[src/pcspc_pkg.sv]
// Purpose: Shared constants and types for the pixel clock selector and phase comparator
// Assumes: 32-bit AXI4-Lite register bus, one word per register
// Notes: Register fields are packed so that a cast of the low bits gives the struct
package pcspc_pkg;

  localparam int unsigned CLK_PERIOD_NS = 40;

  // Register byte offsets
  localparam logic [7:0] OFS_VIDEO_CTRL = 8'h00;
  localparam logic [7:0] OFS_SYNTH = 8'h04;
  localparam logic [7:0] OFS_STATUS = 8'h08;

  // Field layout
  localparam int unsigned CTRL_W = 6;
  localparam int unsigned SYNTH_W = 16;
  localparam int unsigned MOD_W = 6;
  localparam int unsigned PRE_W = 3;
  localparam int unsigned STAT_PUMP_OE_BIT = 0;
  localparam int unsigned STAT_PUMP_VAL_BIT = 1;
  localparam int unsigned STAT_RCNT_LSB = 8;
  localparam int unsigned STAT_VCNT_LSB = 16;

  // Pixel clock source codes
  localparam logic [1:0] SRC_HIGH_FREQ = 2'h0;
  localparam logic [1:0] SRC_VCO = 2'h1;
  localparam logic [1:0] SRC_REF = 2'h2;

  // AXI responses
  localparam logic [1:0] RESP_OKAY = 2'h0;
  localparam logic [1:0] RESP_SLVERR = 2'h2;

  typedef struct packed {
    logic sound_ext;
    logic [PRE_W-1:0] prescale_m1;
    logic [1:0] pix_src;
  } pcspc_ctrl_type;

  typedef struct packed {
    logic clr_v;
    logic force_low;
    logic [MOD_W-1:0] v_m1;
    logic clr_r;
    logic force_high;
    logic [MOD_W-1:0] r_m1;
  } pcspc_synth_type;

  localparam pcspc_ctrl_type CTRL_RESET = '0;
  localparam pcspc_synth_type SYNTH_RESET = '0;

  typedef enum logic [1:0] {
    PD_IDLE,
    PD_UP,
    PD_DOWN
  } pcspc_pd_type;

  // Edge detector slots
  localparam int unsigned EDGE_HF = 0;
  localparam int unsigned EDGE_VCO = 1;
  localparam int unsigned EDGE_REF = 2;
  localparam int unsigned EDGE_SND = 3;

endpackage : pcspc_pkg

[src/pcspc_top.sv]
// Purpose: Pixel and sound clock selection with PLL phase comparator, AXI4-Lite registers
// Assumes: All clock inputs are synchronous levels sampled on aclk
// Notes: Derived clocks leave as one-cycle enables; pump pin is two signals
//
// What this block does
// - Pixel clock source chosen by video control bits 1:0.
// - Selected pixel clock divided by 1 to 8 from control bits 4:2.
// - Sound runs from 32 MHz reference or sound clock input, halved.
// - High-frequency input serves only the fastest pixel rates above VCO range.
// - Two pre-loadable down counters, on reference and VCO, moduli from synth register.
// - Modulus fields hold modulus minus one; counters honour that.
// - Locked loop settles VCO at reference times v over r.
// - Pump output is high impedance unless a correction is needed.
// - Pump driven high to speed VCO up, low to slow it.
// - VCO feedback input is the pixel clock in PLL use.
// - Synth bit 6 forces pump driven high unless bit 14 is also set.
// - Synth bit 7 clears reference counter; bit 14 forces pump driven low.
// - Synth bit 15 clears VCO counter.
//
// Added by the designer: the AXI4-Lite register port and the register addresses.
`timescale 1ns/1ns
`default_nettype none
module pcspc_top
  import pcspc_pkg::*;
(
  // Clock and reset
  input wire logic aclk,
  input wire logic aresetn,
  // AXI4-Lite write address
  input wire logic [7:0] s_axi_awaddr,
  input wire logic s_axi_awvalid,
  output logic s_axi_awready,
  // AXI4-Lite write data
  input wire logic [31:0] s_axi_wdata,
  input wire logic [3:0] s_axi_wstrb,
  input wire logic s_axi_wvalid,
  output logic s_axi_wready,
  // AXI4-Lite write response
  output logic [1:0] s_axi_bresp,
  output logic s_axi_bvalid,
  input wire logic s_axi_bready,
  // AXI4-Lite read address
  input wire logic [7:0] s_axi_araddr,
  input wire logic s_axi_arvalid,
  output logic s_axi_arready,
  // AXI4-Lite read data
  output logic [31:0] s_axi_rdata,
  output logic [1:0] s_axi_rresp,
  output logic s_axi_rvalid,
  input wire logic s_axi_rready,
  // Clock source inputs
  input wire logic high_freq_clock_in,
  input wire logic vco_feedback_clock_in,
  input wire logic internal_ref_clock_32,
  input wire logic sound_clock_in,
  // Derived enables
  output logic pixel_clock_en,
  output logic sound_clock_en,
  // VCO bias and pump pin
  output logic vco_feedback_inverted_out,
  output logic phase_pump_out,
  output logic phase_pump_oe
);

  typedef struct packed {
    pcspc_ctrl_type ctrl;
    pcspc_synth_type synth;
    logic [3:0] edge_prev;
    pcspc_pd_type pd;
    logic pump_oe;
    logic pump_val;
    logic vco_inv;
    logic snd_div;
    logic snd_en;
    logic aw_pend;
    logic [7:0] aw_addr;
    logic w_pend;
    logic [31:0] w_data;
    logic [3:0] w_strb;
    logic bvalid;
    logic [1:0] bresp;
    logic rvalid;
    logic [31:0] rdata;
    logic [1:0] rresp;
  } pcspc_top_type;

  pcspc_top_type s_r;
  pcspc_top_type s_nxt;

  logic [3:0] edge_in;
  logic [3:0] edge_rise;
  logic pix_tick;
  logic snd_tick;
  logic [1:0] cnt_tick;
  logic [1:0] cnt_clear;
  logic [MOD_W-1:0] cnt_mod [2];
  logic [1:0] cnt_term;
  logic [MOD_W-1:0] cnt_val [2];
  logic r_term;
  logic v_term;

  // Word-aligned register decode shared by read and write paths
  function automatic logic [1:0] reg_sel(input logic [7:0] addr);
    logic [1:0] sel;
    sel = 2'h3;
    if (addr == OFS_VIDEO_CTRL)
    begin
      sel = 2'h0;
    end
    else if (addr == OFS_SYNTH)
    begin
      sel = 2'h1;
    end
    else if (addr == OFS_STATUS)
    begin
      sel = 2'h2;
    end
    return sel;
  endfunction : reg_sel

  function automatic logic [31:0] merge_bytes(input logic [31:0] old_w,
                                              input logic [31:0] new_w,
                                              input logic [3:0] strb);
    logic [31:0] res;
    res = old_w;
    for (int b = 0; b < 4; b++)
    begin
      if (strb[b])
      begin
        res[b*8 +: 8] = new_w[b*8 +: 8];
      end
    end
    return res;
  endfunction : merge_bytes

  // Inputs are synchronous, so a single previous-value flop finds edges
  assign edge_in[EDGE_HF] = high_freq_clock_in;
  assign edge_in[EDGE_VCO] = vco_feedback_clock_in;
  assign edge_in[EDGE_REF] = internal_ref_clock_32;
  assign edge_in[EDGE_SND] = sound_clock_in;
  assign edge_rise = edge_in & ~s_r.edge_prev;

  // Pixel source; high-frequency input is for rates past the VCO limit
  always_comb
  begin
    unique case (s_r.ctrl.pix_src)
      SRC_HIGH_FREQ: pix_tick = edge_rise[EDGE_HF];
      SRC_VCO: pix_tick = edge_rise[EDGE_VCO];
      default: pix_tick = edge_rise[EDGE_REF];
    endcase
  end

  pcspc_prescaler pcspc_prescaler_inst (
    .aclk(aclk),
    .aresetn(aresetn),
    .tick(pix_tick),
    .ratio_m1(s_r.ctrl.prescale_m1),
    .pulse(pixel_clock_en)
  );

  assign snd_tick = s_r.ctrl.sound_ext ? edge_rise[EDGE_SND] : edge_rise[EDGE_REF];

  // Counter 0 on reference, counter 1 on VCO feedback
  assign cnt_tick = {edge_rise[EDGE_VCO], edge_rise[EDGE_REF]};
  assign cnt_clear = {s_r.synth.clr_v, s_r.synth.clr_r};
  assign cnt_mod[0] = s_r.synth.r_m1;
  assign cnt_mod[1] = s_r.synth.v_m1;

  generate
    for (genvar g = 0; g < 2; g++)
    begin : g_cnt
      pcspc_down_counter pcspc_down_counter_inst (
        .aclk(aclk),
        .aresetn(aresetn),
        .tick(cnt_tick[g]),
        .clear(cnt_clear[g]),
        .modulus_m1(cnt_mod[g]),
        .terminal(cnt_term[g]),
        .count(cnt_val[g])
      );
    end
  endgenerate

  assign r_term = cnt_term[0];
  assign v_term = cnt_term[1];

  always_comb
  begin
    s_nxt = s_r;
    s_nxt.edge_prev = edge_in;
    s_nxt.vco_inv = ~vco_feedback_clock_in;

    // Sound divide-by-two
    s_nxt.snd_en = 1'b0;
    if (snd_tick)
    begin
      s_nxt.snd_div = ~s_r.snd_div;
      s_nxt.snd_en = s_r.snd_div;
    end

    // Phase detector: the side whose terminal event comes first leads.
    // Tracking terminal events keeps the loop at F_ref * v / r.
    unique case (s_r.pd)
      PD_IDLE:
      begin
        if (r_term && !v_term)
        begin
          s_nxt.pd = PD_UP;
        end
        else if (v_term && !r_term)
        begin
          s_nxt.pd = PD_DOWN;
        end
      end
      PD_UP:
      begin
        if (v_term && !r_term)
        begin
          s_nxt.pd = PD_IDLE;
        end
      end
      PD_DOWN:
      begin
        if (r_term && !v_term)
        begin
          s_nxt.pd = PD_IDLE;
        end
      end
      default: s_nxt.pd = PD_IDLE;
    endcase

    // Forced low wins so the recovery setting can never race the VCO upward
    if (s_r.synth.force_low)
    begin
      s_nxt.pump_oe = 1'b1;
      s_nxt.pump_val = 1'b0;
    end
    else if (s_r.synth.force_high)
    begin
      s_nxt.pump_oe = 1'b1;
      s_nxt.pump_val = 1'b1;
    end
    else
    begin
      s_nxt.pump_oe = (s_nxt.pd != PD_IDLE);
      s_nxt.pump_val = (s_nxt.pd == PD_UP);
    end

    // Responses retire first; the channel takes a new request the cycle after the handshake
    if (s_r.bvalid && s_axi_bready)
    begin
      s_nxt.bvalid = 1'b0;
    end
    if (s_r.rvalid && s_axi_rready)
    begin
      s_nxt.rvalid = 1'b0;
    end

    if (s_axi_awvalid && s_axi_awready)
    begin
      s_nxt.aw_pend = 1'b1;
      s_nxt.aw_addr = s_axi_awaddr;
    end
    if (s_axi_wvalid && s_axi_wready)
    begin
      s_nxt.w_pend = 1'b1;
      s_nxt.w_data = s_axi_wdata;
      s_nxt.w_strb = s_axi_wstrb;
    end

    // Write commits one cycle after both halves are held
    if (s_r.aw_pend && s_r.w_pend && !s_r.bvalid)
    begin
      s_nxt.aw_pend = 1'b0;
      s_nxt.w_pend = 1'b0;
      s_nxt.bvalid = 1'b1;
      s_nxt.bresp = RESP_OKAY;
      unique case (reg_sel(s_r.aw_addr))
        2'h0:
        begin
          s_nxt.ctrl = pcspc_ctrl_type'(CTRL_W'(merge_bytes(32'(s_r.ctrl), s_r.w_data,
                                                            s_r.w_strb)));
        end
        2'h1:
        begin
          s_nxt.synth = pcspc_synth_type'(SYNTH_W'(merge_bytes(32'(s_r.synth), s_r.w_data,
                                                               s_r.w_strb)));
        end
        2'h2:
        begin
          // Status is read-only; writes are accepted and dropped
        end
        default: s_nxt.bresp = RESP_SLVERR;
      endcase
    end

    if (s_axi_arvalid && s_axi_arready)
    begin
      s_nxt.rvalid = 1'b1;
      s_nxt.rresp = RESP_OKAY;
      s_nxt.rdata = '0;
      unique case (reg_sel(s_axi_araddr))
        2'h0: s_nxt.rdata[CTRL_W-1:0] = s_r.ctrl;
        2'h1: s_nxt.rdata[SYNTH_W-1:0] = s_r.synth;
        2'h2:
        begin
          s_nxt.rdata[STAT_PUMP_OE_BIT] = s_r.pump_oe;
          s_nxt.rdata[STAT_PUMP_VAL_BIT] = s_r.pump_val;
          s_nxt.rdata[STAT_RCNT_LSB +: MOD_W] = cnt_val[0];
          s_nxt.rdata[STAT_VCNT_LSB +: MOD_W] = cnt_val[1];
        end
        default: s_nxt.rresp = RESP_SLVERR;
      endcase
    end
  end

  assign s_axi_awready = !s_r.aw_pend && !s_r.bvalid;
  assign s_axi_wready = !s_r.w_pend && !s_r.bvalid;
  assign s_axi_bvalid = s_r.bvalid;
  assign s_axi_bresp = s_r.bresp;
  assign s_axi_arready = !s_r.rvalid;
  assign s_axi_rvalid = s_r.rvalid;
  assign s_axi_rdata = s_r.rdata;
  assign s_axi_rresp = s_r.rresp;

  assign sound_clock_en = s_r.snd_en;
  assign vco_feedback_inverted_out = s_r.vco_inv;
  assign phase_pump_oe = s_r.pump_oe;
  assign phase_pump_out = s_r.pump_val;

  always_ff @(posedge aclk)
  begin
    if (!aresetn)
    begin
      s_r <= '0;
      s_r.ctrl <= CTRL_RESET;
      s_r.synth <= SYNTH_RESET;
      s_r.pd <= PD_IDLE;
    end
    else
    begin
      s_r <= s_nxt;
    end
  end

endmodule : pcspc_top
`default_nettype wire

[src/pcspc_down_counter.sv]
// Purpose: Pre-loadable down counter of the phase comparator
// Assumes: tick is a one-cycle pulse per edge of the counted clock
// Notes: Period is modulus_m1 + 1 ticks; terminal is combinational
`timescale 1ns/1ns
`default_nettype none
module pcspc_down_counter
  import pcspc_pkg::*;
(
  // Clock and reset
  input wire logic aclk,
  input wire logic aresetn,
  // Control
  input wire logic tick,
  input wire logic clear,
  input wire logic [MOD_W-1:0] modulus_m1,
  // Result
  output logic terminal,
  output logic [MOD_W-1:0] count
);

  typedef struct packed {
    logic [MOD_W-1:0] cnt;
  } pcspc_cnt_type;

  pcspc_cnt_type s_r;
  pcspc_cnt_type s_nxt;

  always_comb
  begin
    s_nxt = s_r;
    if (clear)
    begin
      s_nxt.cnt = '0;
    end
    else if (tick)
    begin
      // Reload on zero so the field holds modulus minus one
      if (s_r.cnt == '0)
      begin
        s_nxt.cnt = modulus_m1;
      end
      else
      begin
        s_nxt.cnt = s_r.cnt - 1'b1;
      end
    end
  end

  assign terminal = tick && !clear && (s_r.cnt == '0);
  assign count = s_r.cnt;

  always_ff @(posedge aclk)
  begin
    if (!aresetn)
    begin
      s_r <= '0;
    end
    else
    begin
      s_r <= s_nxt;
    end
  end

endmodule : pcspc_down_counter
`default_nettype wire

[src/pcspc_prescaler.sv]
// Purpose: Divide-by-1-to-8 pre-scaler for the selected pixel clock
// Assumes: tick is a one-cycle pulse per edge of the selected source
// Notes: Ratio change takes effect at the next wrap or immediately if below count
`timescale 1ns/1ns
`default_nettype none
module pcspc_prescaler
  import pcspc_pkg::*;
(
  // Clock and reset
  input wire logic aclk,
  input wire logic aresetn,
  // Control
  input wire logic tick,
  input wire logic [PRE_W-1:0] ratio_m1,
  // Divided enable
  output logic pulse
);

  typedef struct packed {
    logic [PRE_W-1:0] cnt;
    logic pulse;
  } pcspc_pre_type;

  pcspc_pre_type s_r;
  pcspc_pre_type s_nxt;

  always_comb
  begin
    s_nxt = s_r;
    s_nxt.pulse = 1'b0;
    if (tick)
    begin
      if (s_r.cnt >= ratio_m1)
      begin
        s_nxt.cnt = '0;
        s_nxt.pulse = 1'b1;
      end
      else
      begin
        s_nxt.cnt = s_r.cnt + 1'b1;
      end
    end
  end

  assign pulse = s_r.pulse;

  always_ff @(posedge aclk)
  begin
    if (!aresetn)
    begin
      s_r <= '0;
    end
    else
    begin
      s_r <= s_nxt;
    end
  end

endmodule : pcspc_prescaler
`default_nettype wire

[config.mk]
export PLATFORM = sky130hd
export DESIGN_NAME = pcspc_top
export DESIGN_NICKNAME = d
export VERILOG_FILES = /design/src/pcspc_pkg.sv /design/src/pcspc_top.sv /design/src/pcspc_down_counter.sv /design/src/pcspc_prescaler.sv
export SDC_FILE = /design/constraint.sdc
export NUM_CORES = 1
export LEC_CHECK = 0
export ABC_CLOCK_PERIOD_IN_PS = 2100
export BUFFER_PORTS_ARGS = -buffer_cell sky130_fd_sc_hd__buf_2
export CORE_AREA = 5 5 109 111
export DETAILED_ROUTE_END_ITERATION = 10
export DIE_AREA = 0 0 114 116
export PLACE_DENSITY_LB_ADDON = 0.25
export REMOVE_ABC_BUFFERS = 1
export SYNTH_ARGS = -nofsm -noshare
export SYNTH_HDL_FRONTEND = slang
export SYNTH_HIERARCHICAL = 1
export SYNTH_SLANG_ARGS = --single-unit
export TNS_END_PERCENT = 10
[constraint.sdc]
create_clock -name aclk -period 2.1 [get_ports aclk]
set_input_delay 0.105 -clock aclk [delete_from_list [all_inputs] [get_ports aclk]]
set_output_delay 0.105 -clock aclk [all_outputs]
set_load 0.01 [all_outputs]
[Word level (Yosys, flattened, before mapping)]
Cells that the tools add are included.
Word-level totals
  bits in registers: 105
  output and inout bits: 46
Cells by class
  $add $sub $neg: 3
  order comparisons: 1
  equality and inequality tests: 12
  muxes and demuxes: 33
  bitwise operators: 5
  reduce and logical (&&, ||, !) cells: 45
Operators by type and width (number)
  $mux W35: 1
  $mux W2: 16
  $mux W6: 3
  $eq A8 B3 Y1 const B: 2
  $eq A8 B4 Y1 const B: 2
  $logic_not A8 Y1: 2
  $logic_and A1 B1 Y1: 15
  $logic_not A6 Y1: 2
  $pmux W2 S3: 2
  $pmux W6 S2: 1
  $sub A6 B1 Y6 const B: 2
  $eq A2 B1 Y1 const B: 5
  $reduce_and A3 Y1: 3
  $logic_not A1 Y1: 8
  $logic_not A2 Y1: 4
  $pmux W4 S2: 1
  $reduce_or A2 Y1: 4
  $eq A2 B2 Y1 const B: 3
  $mux W1: 6
  $mux W3: 2
  $reduce_bool A2 Y1: 3
  $reduce_or A3 Y1: 2
  $and A4 B4 Y4: 1
  $not A4 Y4: 1
  5 further kinds: 8

[Logic depth before layout (Yosys ltp)]
Gate-level depths: netlist (run 1).
  depth after elaboration: 12
  depth in mapped cells: 11
  mapped depth without buffers: 9

[Modules after synthesis]
The synthesis (run 1) kept the hierarchy.
Modules (own cells, without submodules)
  pcspc_top: instances 1, cells each 439, area each 3871.2 µm²
  pcspc_down_counter: instances 2, cells each 46, area each 411.6 µm²
  pcspc_prescaler: instances 1, cells each 27, area each 262.8 µm²

[Worst setup path after synthesis (run 1)]
Ideal clock, no wire load.
  path type: reg-to-reg
  start: register g_cnt[1].pcspc_down_counter_inst.s_r, in the netlist g_cnt[1].pcspc_down_counter_inst/count[0]
  end: register s_r, in the netlist phase_pump_oe
  setup time: 120 ps
  arrival: 1830 ps
  setup slack: 151 ps
  stages on the path, launching flop included: 9
  clock period less this slack: 1949 ps
  path through: dfxtp_1 inv_1 ha_1 nor2b_1 and3b_2 or3_1 a21oi_1 a221oi_1 o31a_1
On the way
  word-level cells in the longest chain between the ends: 9
  elaborated cells between the ends (all ways): 13
  classes of those cells: mux (7); reduce/logical (6)
RTL lines
  start: declaration: RTL line pcspc_down_counter.sv:25  | pcspc_cnt_type s_r;
  start signal: assignment: RTL line pcspc_down_counter.sv:60  | s_r <= s_nxt;
  $logic_not A6 Y1 (*): RTL line pcspc_down_counter.sv:49  | assign terminal = tick && !clear && (s_r.cnt == '0);
  $logic_and A1 B1 Y1 (*): RTL line pcspc_down_counter.sv:49
  via v_term: RTL line pcspc_top.sv:100  | logic v_term;
  $logic_and A1 B1 Y1 / $logic_not A1 Y1 (equally long branches)
  $mux W2 / $logic_and A1 B1 Y1 (equally long branches): RTL line pcspc_top.sv:210, pcspc_top.sv:206, pcspc_top.sv:224
  $mux W2, on equally long branches: RTL line pcspc_top.sv:206, pcspc_top.sv:224
  $pmux W2 S3 (*): RTL line pcspc_top.sv:203  | unique case (s_r.pd)
  $reduce_bool A2 Y1 (*): RTL line pcspc_top.sv:245  | s_nxt.pump_oe = (s_nxt.pd != PD_IDLE);
  $mux W2 (*): RTL line pcspc_top.sv:238  | else if (s_r.synth.force_high)
  $mux W2 (*): RTL line pcspc_top.sv:233  | if (s_r.synth.force_low)
  end signal: assignment: RTL line pcspc_top.sv:342  | s_r <= s_nxt;
  end: declaration: RTL line pcspc_top.sv:87  | pcspc_top_type s_r;
Mark *: on every way through the listed nets, which the timed path passes. The rest lies on a longest branch.
A chain may end at the register's enable or synchronous reset.

[Final worst setup path (run 1)]
Ends and elaborated chain as after synthesis.

==> results.json, run 1 <==
{
  "ys_types": 66,
  "seq_area_frac_synth_pct": 41.6,
  "whs_path_depth": 3,
  "clkPwrFrac_pct": 31.4,
  "fin_crit_sh_pct": 95.4,
  "stdcell_area_sq_um": 5770,
  "grt_pass1_wl_um": 18100,
  "overflow": 0,
  "die-area_sq_um": 13200,
  "synth.top_cell.area_share_pct": 41.6,
  "synth_commonest_cells": "dfxtp_1 (103), nand2_1 (96), buf_4 (36), nand3_1 (36), a21boi_0 (35)",
  "placed_area_sq_um": 5250,
  "die_y_um": 116,
  "syn_area_sq_um": 4960,
  "rows": 38,
  "first_pass_iters": 5,
  "core-area_sq_um": 10700,
  "intPower_mw": 2.91,
  "yosysWarnings": 6,
  "hp-start": "s_axi_bready",
  "r2r_setup_slack_ps": 100,
  "pin_count": 109,
  "hpwl_um": 7830,
  "ff_latch_area_sq_um": 2060,
  "cp-end-kind": "register",
  "fmax_mhz": 499,
  "grt_pass1_vias": 3849,
  "skew_ps": 12.7,
  "cts_root_buf": "clkbuf_8",
  "worst-path-max-fanout": 6,
  "numCtsBuffers": 9,
  "post_cts_buffers": 0,
  "drive_above_1_share_pct": 22.4,
  "clk_pin_slew_worst_paths_ps": 100,
  "wl_per_cell_um": 13.8,
  "cts_buffer_depth": 2,
  "start_util_pct": 46.3,
  "drt_iter0_drc": 186,
  "holdCritPathClass": "in2reg",
  "min_period_ps": 2000,
  "p_per_area_nw_per_um2": 702,
  "multi_input_area_sq_um": 2460,
  "ir_drop_uv": 349,
  "async_flop_share_pct": 0,
  "grt_util_all_layers_pct": 16.7,
  "synth_area_leader_cell": "dfxtp_1",
  "synth_most_common_cell": "dfxtp_1",
  "finalSetupViolations": 0,
  "htreeDepth": 3,
  "via_per_inst": 5.16,
  "hold_end": "s_axi_bvalid",
  "maxCapViolations": 0,
  "insertion_delay_ps": 360,
  "antenna_cells": 0,
  "report.final.slew_viol_count": 0,
  "fin_util_pct": 54.0,
  "hold_violations": 0,
  "worstPathRequired_ps": 2350,
  "ant_nets": 0,
  "drc": 0,
  "critical_path_class": "reg2reg",
  "combPwrFrac_pct": 15.8,
  "cp-start-kind": "register",
  "r2r-start": "g_cnt[1].pcspc_down_counter_inst/count[0]",
  "rsz0062_at_grt": "no",
  "antenna_found_initial": 0,
  "synthTopCellsByArea": "dfxtp_1 (42%), nand2_1 (7.3%), buf_4 (5.5%), a21boi_0 (5.3%), nand3_1 (3.6%)",
  "p_leak_nw": 2.36,
  "synth_ff_type": "dfxtp_1",
  "seqPwrFrac_pct": 52.7,
  "power.switching_mw": 1.14,
  "fin_nets": 713,
  "status": "complete, no violations",
  "switching_share_pct": 28.1,
  "io_buffer_count": 78,
  "area_delta_synth_final_pct": 16.4,
  "maxSlewHeadroom_pct": 56.6,
  "cts_tree": "built",
  "fin_setup_tns_ps": 0,
  "syn_avg_cell_area_sq_um": 8.88,
  "worst_pin_slew_ps": 650,
  "wirelength_um": 10800,
  "ys_ff_latch": 103,
  "cp.arrival_ps": 2260,
  "die_x_um": 114,
  "gp_congestion": 0.854,
  "r2r_end": "phase_pump_oe",
  "synth_edf_count": 0,
  "worstRegToRegCells": 8,
  "postSynthCellCount": 558,
  "vias": 4038,
  "grt_max_degree": 30,
  "numClockSinks": 103,
  "n_fill_cell": 1004
}
==> cell families after synthesis <==
| group | after synthesis | synth area share [%] |
|---|---|---|
| AOI/OAI and AO/OA | 142 | 21.2 |
| muxes | 3 | 0.631 |
| buffers and inverters | 82 | 9.59 |
| DFF | 103 | 41.6 |
| other | 1 | 0.0756 |
| xor gates and xnor gates | 1 | 0.177 |
| and+or+nand+nor | 214 | 23.7 |
| adders and majority gates | 12 | 3.03 |
==> per-layer routing <==
metal  global-route usage (%)  up-vias  wire [um]
met5                        0        -          0
met1                     22.1     1853       4920
met2                     26.9       92       5160
li1                         -     2069          -
met3                     2.72       24        486
met4                     7.52        0        259
==> worst max-delay path, stage by stage, from the launching register on <==
cell and delay, ps:
dfxtp_1 340, inv_1 60, ha_1 230, nor2b_1 150, and3b_2 260, or3_1 380, a21oi_1 160, a221oi_1 60
o31a_1 250
==> metrics by stage <==
stage / hold slack, ps / worst slack [ps] / power (mW) / instances
after floorplan: 177 / 151 / 2.56 / 504
after global placement: 292 / 160 / 2.75 / 735
after detailed placement: 302 / 131 / 2.77 / 735
after CTS: 24.3 / 93.7 / 4.08 / 783
after global routing: 50.9 / 0.160 / 4.25 / 783
final: 47.4 / 97.2 / 4.05 / 783
==> flip-flops by register name, summed over array words and instances (netlist names) <==
| register | flops |
|---|---|
| cnt_clear | 2 |
| s_axi_rresp | 1 |
| phase_pump_oe | 1 |
| s_axi_rdata | 22 |
| pcspc_prescaler_inst/pulse | 1 |
| vco_feedback_inverted_out | 1 |
| pcspc_prescaler_inst/s_r | 3 |
| sound_clock_en | 1 |
| s_r | 43 |
| cnt_mod | 12 |
| s_axi_rvalid | 1 |
| g_cnt.pcspc_down_counter_inst/count | 12 |
| s_axi_bvalid | 1 |
| s_axi_bresp | 1 |
| phase_pump_out | 1 |
==> what timing repair did <==
action / 4_1_cts / 5_1_grt
gates resized for setup: 0 / 0
hold endpoints to repair: 32 / 0
hold buffers: 32 / 0
endpoints found under the setup margin: 0 / 0
==> layout by cell type, fill, tap and decap left out, types with 8 or more instances in the layout <==
cell type,Yosys,final
o21ai_2,16,16
buf_4,36,13
clkbuf_8,0,9
dlygate4sd3_1,0,32
nand2_1,96,96
nor2b_1,17,17
inv_1,17,17
a21boi_0,35,35
nor2_1,11,11
a22oi_1,10,10
ha_1,12,12
nand3_1,36,36
dfxtp_1,103,103
conb_1,1,12
o21ai_0,9,9
a31oi_1,10,10
and2_1,8,8
buf_2,6,78
==> how the worst max path moves through the flow <==
| stage | from | to | slack, ps | cells past startpoint |
|---|---|---|---|---|
| 3_3_place_gp | s_axi_araddr[1] | s_axi_rdata[0] | 160 | 9 |
| 2_1_floorplan | g_cnt[1].pcspc_down_counter_inst/count[0] | phase_pump_oe | 150 | 8 |
| 6_report | g_cnt[1].pcspc_down_counter_inst/count[0] | phase_pump_oe | 100 | 8 |
| 3_5_place_dp | s_axi_araddr[1] | s_axi_rdata[0] | 130 | 10 |
| 4_1_cts | g_cnt[1].pcspc_down_counter_inst/count[0] | phase_pump_oe | 90 | 8 |
| 5_1_grt | g_cnt[1].pcspc_down_counter_inst/count[0] | phase_pump_oe | 0.2 | 8 |
==> power by group through the flow <==
stage | sequential (mW) | combinational (mW) | clock (mW)
finish | 2.14 | 0.642 | 1.27
global route | 2.15 | 0.715 | 1.39
CTS | 2.14 | 0.641 | 1.31
detailed placement | 2.18 | 0.589 | 0
global placement | 2.18 | 0.572 | 0
floorplan | 2.17 | 0.387 | 0
==> layout make-up <==
class                   instances  area share (%)
multi-input cells             384            42.6
repair buffers                123            14.0
well taps                     140            3.03
clock inverters                 7            1.34
clock buffers                   9            2.15
inverters                      17            1.11
flip-flops and latches        103            35.7
Note: power is estimated with default switching activity, not from simulation.
==> run 2: changes to the inputs <==
- ABC_CLOCK_PERIOD_IN_PS: 2100 -> 2400
- SLEW_MARGIN: unset -> 40
- clock period: 2.1 -> 2.4 ns (I/O delays scaled with it)
==> results.json, run 2 (synthesized netlist as in run 1, its figures left out) <==
{
  "status": "complete, no violations",
  "cp-start-kind": "register",
  "io_buffer_count": 78,
  "cp.arrival_ps": 2440,
  "grt_pass1_vias": 3882,
  "vias": 3926,
  "maxSlewHeadroom_pct": 57.6,
  "layout_commonest_cell": "dfxtp_1",
  "cts_resized": 0,
  "first_pass_iters": 4,
  "intPower_mw": 2.52,
  "area_delta_synth_final_pct": 13.8,
  "drc": 0,
  "cp-end-kind": "register",
  "stdcell_area_sq_um": 5640,
  "rows": 38,
  "core-area_sq_um": 10700,
  "clk_pin_slew_worst_paths_ps": 100,
  "report.final.slew_viol_count": 0,
  "grt_pass1_wl_um": 17700,
  "ant_nets": 0,
  "switching_share_pct": 27.6,
  "fin_crit_sh_pct": 90.8,
  "die-area_sq_um": 13200,
  "antenna_cells": 0,
  "fin_util_pct": 52.7,
  "seqPwrFrac_pct": 53.8,
  "layout_common_cells": "dfxtp_1 (103), nand2_1 (96), buf_2 (78)",
  "worst-path-max-fanout": 7,
  "finalSetupViolations": 0,
  "largest_reg_flops": 43,
  "cp_num_cells": 8,
  "cp_slowest_stage_delay_ps": 470,
  "insertion_delay_ps": 360,
  "hpwl_um": 7750,
  "grt_max_degree": 37,
  "grt_util_all_layers_pct": 16.4,
  "numCtsBuffers": 9,
  "n_fill_cell": 1055,
  "htreeDepth": 3,
  "skew_ps": 14.3,
  "fmax_mhz": 459,
  "worst_pin_slew_ps": 636,
  "antenna_found_initial": 0,
  "via_per_inst": 5.10,
  "die_x_um": 114,
  "cts_buffer_depth": 2,
  "rsz0062_at_grt": "no",
  "pin_count": 109,
  "wl_per_cell_um": 13.7,
  "cts_tree": "built",
  "wirelength_um": 10500,
  "gp_congestion": 0.838,
  "crit_chain": "inv_1 > ha_1 > nor2b_1 > and3b_2 > or3_1 > a21oi_1 > a221oi_1 > o31a_1",
  "drt_iter0_drc": 241,
  "drive_above_1_share_pct": 22.4,
  "regMostFlops": "s_r",
  "die_y_um": 116,
  "start_util_pct": 46.3,
  "cts_root_buf": "clkbuf_8",
  "ir_drop_uv": 276,
  "combPwrFrac_pct": 15.3,
  "p_per_area_nw_per_um2": 617,
  "placed_area_sq_um": 5230,
  "crit_family": "simple AND/OR/NAND/NOR gates",
  "post_cts_buffers": 0,
  "hold_violations": 0,
  "overflow": 0,
  "p_leak_nw": 2.31,
  "worstPathRequired_ps": 2660,
  "maxCapViolations": 0,
  "critical_path_class": "reg2reg",
  "min_period_ps": 2180,
  "worstRegToRegCells": 8,
  "fin_setup_tns_ps": 0,
  "whs_path_depth": 3,
  "fin_nets": 700,
  "path_buf_inv": 1,
  "power.switching_mw": 0.959,
  "holdCritPathClass": "in2reg",
  "clkPwrFrac_pct": 30.8,
  "numClockSinks": 103,
  "crit_path_top_delay_cell": "dfxtp_1"
}
[run 2: changes by cell type in the layout (fill, tap and decap cells not counted), sizes merged]
cell,change
dlygate4sd3,-10
buf,-3
clkinv,+2
clkinvlp,-1
inv,-1
[run 2: worst paths after layout]
kind,startpoint,end,slack [ps]
max reg2reg,g_cnt[1].pcspc_down_counter_inst/count[0],phase_pump_oe,220
max,g_cnt[1].pcspc_down_counter_inst/count[0],phase_pump_oe,220
min,s_axi_rready,s_axi_rvalid,10
min reg2reg,s_r[52],cnt_mod[2],460
[run 2: power groups by stage]
stage                     sequential (mW)  combinational (mW)  clock, mW
after global routing                 1.89               0.602       1.19
after floorplan                      1.90               0.339          0
after CTS                            1.87               0.535       1.11
after detailed placement             1.91               0.505          0
after global placement               1.91               0.489          0
final                                1.87               0.533       1.07
[run 2: final cells by class]
| class | instances | area [sq um] | share of cell area [%] |
|---|---|---|---|
| Clock inverter | 7 | 71.3 | 1.26 |
| Clock buffer | 9 | 124 | 2.20 |
| Tap cell | 140 | 175 | 3.10 |
| Inverter | 17 | 63.8 | 1.13 |
| Timing Repair Buffer | 110 | 686 | 12.2 |
| Sequential cell | 103 | 2060 | 36.5 |
| Multi-Input combinational cell | 384 | 2460 | 43.6 |
[run 2: worst register-to-register path: stages (launching register included)]
cell      delay, ps
dfxtp_1         470
inv_1           100
ha_1            250
nor2b_1         160
and3b_2         260
or3_1           370
a21oi_1         160
a221oi_1         70
o31a_1          240
[run 2: layer usage]
metal  vias to the layer above  part of all wire, %  routed length, um  GRT usage, %
li1                       2034                    -                  -             -
met1                      1781                   44               4670          20.3
met2                        96                   48               5080          28.1
met3                        15                  5.7                602          3.76
met4                         0                  1.8                185          5.54
met5                         -                    0                  0             0
[run 2: what timing repair did]
action / in CTS / in global routing
hold buffers: 22 / 0
endpoints found under the hold margin: 23 / 0
endpoints found under the setup margin: 0 / 0
[run 2: through the flow]
| stage | setup WS (ps) | instances | hold WS, ps | total power [mW] |
|---|---|---|---|---|
| 2_1_floorplan | 451 | 504 | 192 | 2.24 |
| 3_3_place_gp | 331 | 732 | 305 | 2.40 |
| 3_5_place_dp | 252 | 732 | 313 | 2.42 |
| 4_1_cts | 218 | 770 | 0.848 | 3.52 |
| 5_1_grt | 75.5 | 770 | 12.5 | 3.68 |
| 6_report | 220 | 770 | 14.1 | 3.48 |
==> run 3: changes to the inputs <==
- CELL_PAD_IN_SITES_DETAIL_PLACEMENT: unset -> 1
- CELL_PAD_IN_SITES_GLOBAL_PLACEMENT: unset -> 1
- CORE_AREA: 5 5 109 111 -> 5 5 113 115
- DIE_AREA: 0 0 114 116 -> 0 0 118 120
==> results.json, run 3 (synthesized netlist as in run 1, its figures left out) <==
{
  "io_buffer_count": 78,
  "fin_setup_tns_ps": 0,
  "pin_count": 109,
  "ir_drop_uv": 303,
  "crit_path_top_delay_cell": "dfxtp_1",
  "antenna_cells": 0,
  "cts_buffer_depth": 2,
  "skew_ps": 9.81,
  "htreeDepth": 3,
  "vias": 4011,
  "drt_iter0_drc": 173,
  "grt_pass1_wl_um": 20000,
  "largest_reg_flops": 43,
  "report.final.slew_viol_count": 0,
  "critical_path_class": "reg2reg",
  "min_period_ps": 2200,
  "placed_area_sq_um": 5230,
  "wl_per_cell_um": 15.5,
  "hpwl_um": 8710,
  "fin_crit_sh_pct": 91.6,
  "stdcell_area_sq_um": 5600,
  "rows": 40,
  "crit_family": "simple AND/OR/NAND/NOR gates",
  "core-area_sq_um": 11700,
  "cp.arrival_ps": 2440,
  "worst_pin_slew_ps": 692,
  "cts_resized": 0,
  "hold_violations": 0,
  "p_leak_nw": 2.28,
  "via_per_inst": 5.28,
  "cp-end-kind": "register",
  "grt_util_all_layers_pct": 17.0,
  "crit_chain": "inv_1 > ha_1 > nor2b_1 > and3b_2 > or3_1 > a21oi_1 > a221oi_1 > o31a_1",
  "gp_congestion": 0.796,
  "cp-start-kind": "register",
  "fin_nets": 682,
  "holdCritPathClass": "in2reg",
  "cts_root_buf": "clkbuf_16",
  "start_util_pct": 42.3,
  "rsz0062_at_grt": "no",
  "overflow": 0,
  "cts_tree": "built",
  "maxCapViolations": 0,
  "grt_pass1_vias": 4100,
  "die_x_um": 118,
  "die_y_um": 120,
  "numClockSinks": 103,
  "first_pass_iters": 4,
  "die-area_sq_um": 14200,
  "path_buf_inv": 1,
  "clk_pin_slew_worst_paths_ps": 70,
  "worst-path-max-fanout": 7,
  "layout_common_cells": "dfxtp_1 (103), nand2_1 (96), buf_2 (78)",
  "regMostFlops": "s_r",
  "status": "complete, no violations",
  "drive_above_1_share_pct": 22.7,
  "finalSetupViolations": 0,
  "numCtsBuffers": 9,
  "cp_slowest_stage_delay_ps": 460,
  "insertion_delay_ps": 350,
  "p_per_area_nw_per_um2": 711,
  "drc": 0,
  "layout_commonest_cell": "dfxtp_1",
  "wirelength_um": 11800,
  "area_delta_synth_final_pct": 13.0,
  "antenna_found_initial": 0,
  "grt_max_degree": 40,
  "maxSlewHeadroom_pct": 53.9,
  "ant_nets": 0,
  "fmax_mhz": 455,
  "worstPathRequired_ps": 2640
}
==> run 3: cell count changes in the layout (fill, tap and decap cells not counted) <==
cell	delta
clkbuf_1	+1
clkbuf_8	-9
clkinv_4	+1
clkinv_2	-3
inv_6	-1
buf_4	-1
bufinv_16	+1
clkbuf_16	+9
dlygate4sd3_1	-17
clkinvlp_4	+1
==> run 3: where the power goes <==
group / switching, mW / internal [mW] / total (mW) / leakage [nW]
sequential: 0.0879 / 1.79 / 1.88 / 0.839
clock: 0.665 / 0.922 / 1.59 / 0.153
combinational: 0.293 / 0.229 / 0.522 / 1.29
total: 1.05 / 2.94 / 3.99 / 2.28
==> run 3: worst min-delay path: cells and delay by family <==
kind | cells | cell delay, ps
buf+inv | 1 | 100
compound gates | 1 | 60
simple gates | 1 | 40
==> run 3: path summary, 6_finish.rpt <==
check             slack [ps]  cells past startpoint                                 startpoint            end
setup / recovery         200                      8  g_cnt[1].pcspc_down_counter_inst/count[0]  phase_pump_oe
hold / removal            20                      3                             s_axi_wdata[8]        s_r[50]
setup reg to reg         200                      8  g_cnt[1].pcspc_down_counter_inst/count[0]  phase_pump_oe
hold reg to reg          460                      2                                    s_r[57]   cnt_clear[1]
==> run 3: final cells by class <==
| class | instances | area (sq um) |
|---|---|---|
| clock inverters | 6 | 93.8 |
| flip-flops and latches | 103 | 2060 |
| fillers | 1404 | 6110 |
| well taps | 147 | 184 |
| repair buffers | 92 | 508 |
| multi-input cells | 384 | 2460 |
| inverters | 17 | 63.8 |
| clock buffers | 10 | 229 |
==> run 3: metrics by stage <==
| step | util (%) | hold slack, ps | std cells | total power, mW | worst slack (ps) |
|---|---|---|---|---|---|
| 6_report | 47.8 | 17.6 | 759 | 3.99 | 201 |
| 5_1_grt | 47.8 | 21.6 | 759 | 4.17 | 88.7 |
| 4_1_cts | 47.8 | 9.48 | 759 | 4.03 | 200 |
| 3_5_place_dp | 44.6 | 310 | 738 | 2.43 | 223 |
| 3_3_place_gp | 44.6 | 301 | 738 | 2.41 | 325 |
| 2_1_floorplan | - | 192 | 504 | 2.24 | 451 |
==> run 3: metal layers <==
metal  vias to the layer above  share of wire [%]  global-route usage [%]
li1                       2007                  -                       -
met3                        17                4.3                    2.87
met2                        86                 49                    29.8
met1                      1901                 45                    20.7
met4                         0                1.9                    6.81
met5                         -                  0                       0
==> run 3: what timing repair did <==
action	4_1_cts	5_1_grt
hold buffers	5	0
setup buffers	0	0
endpoints found under the hold margin	5	0
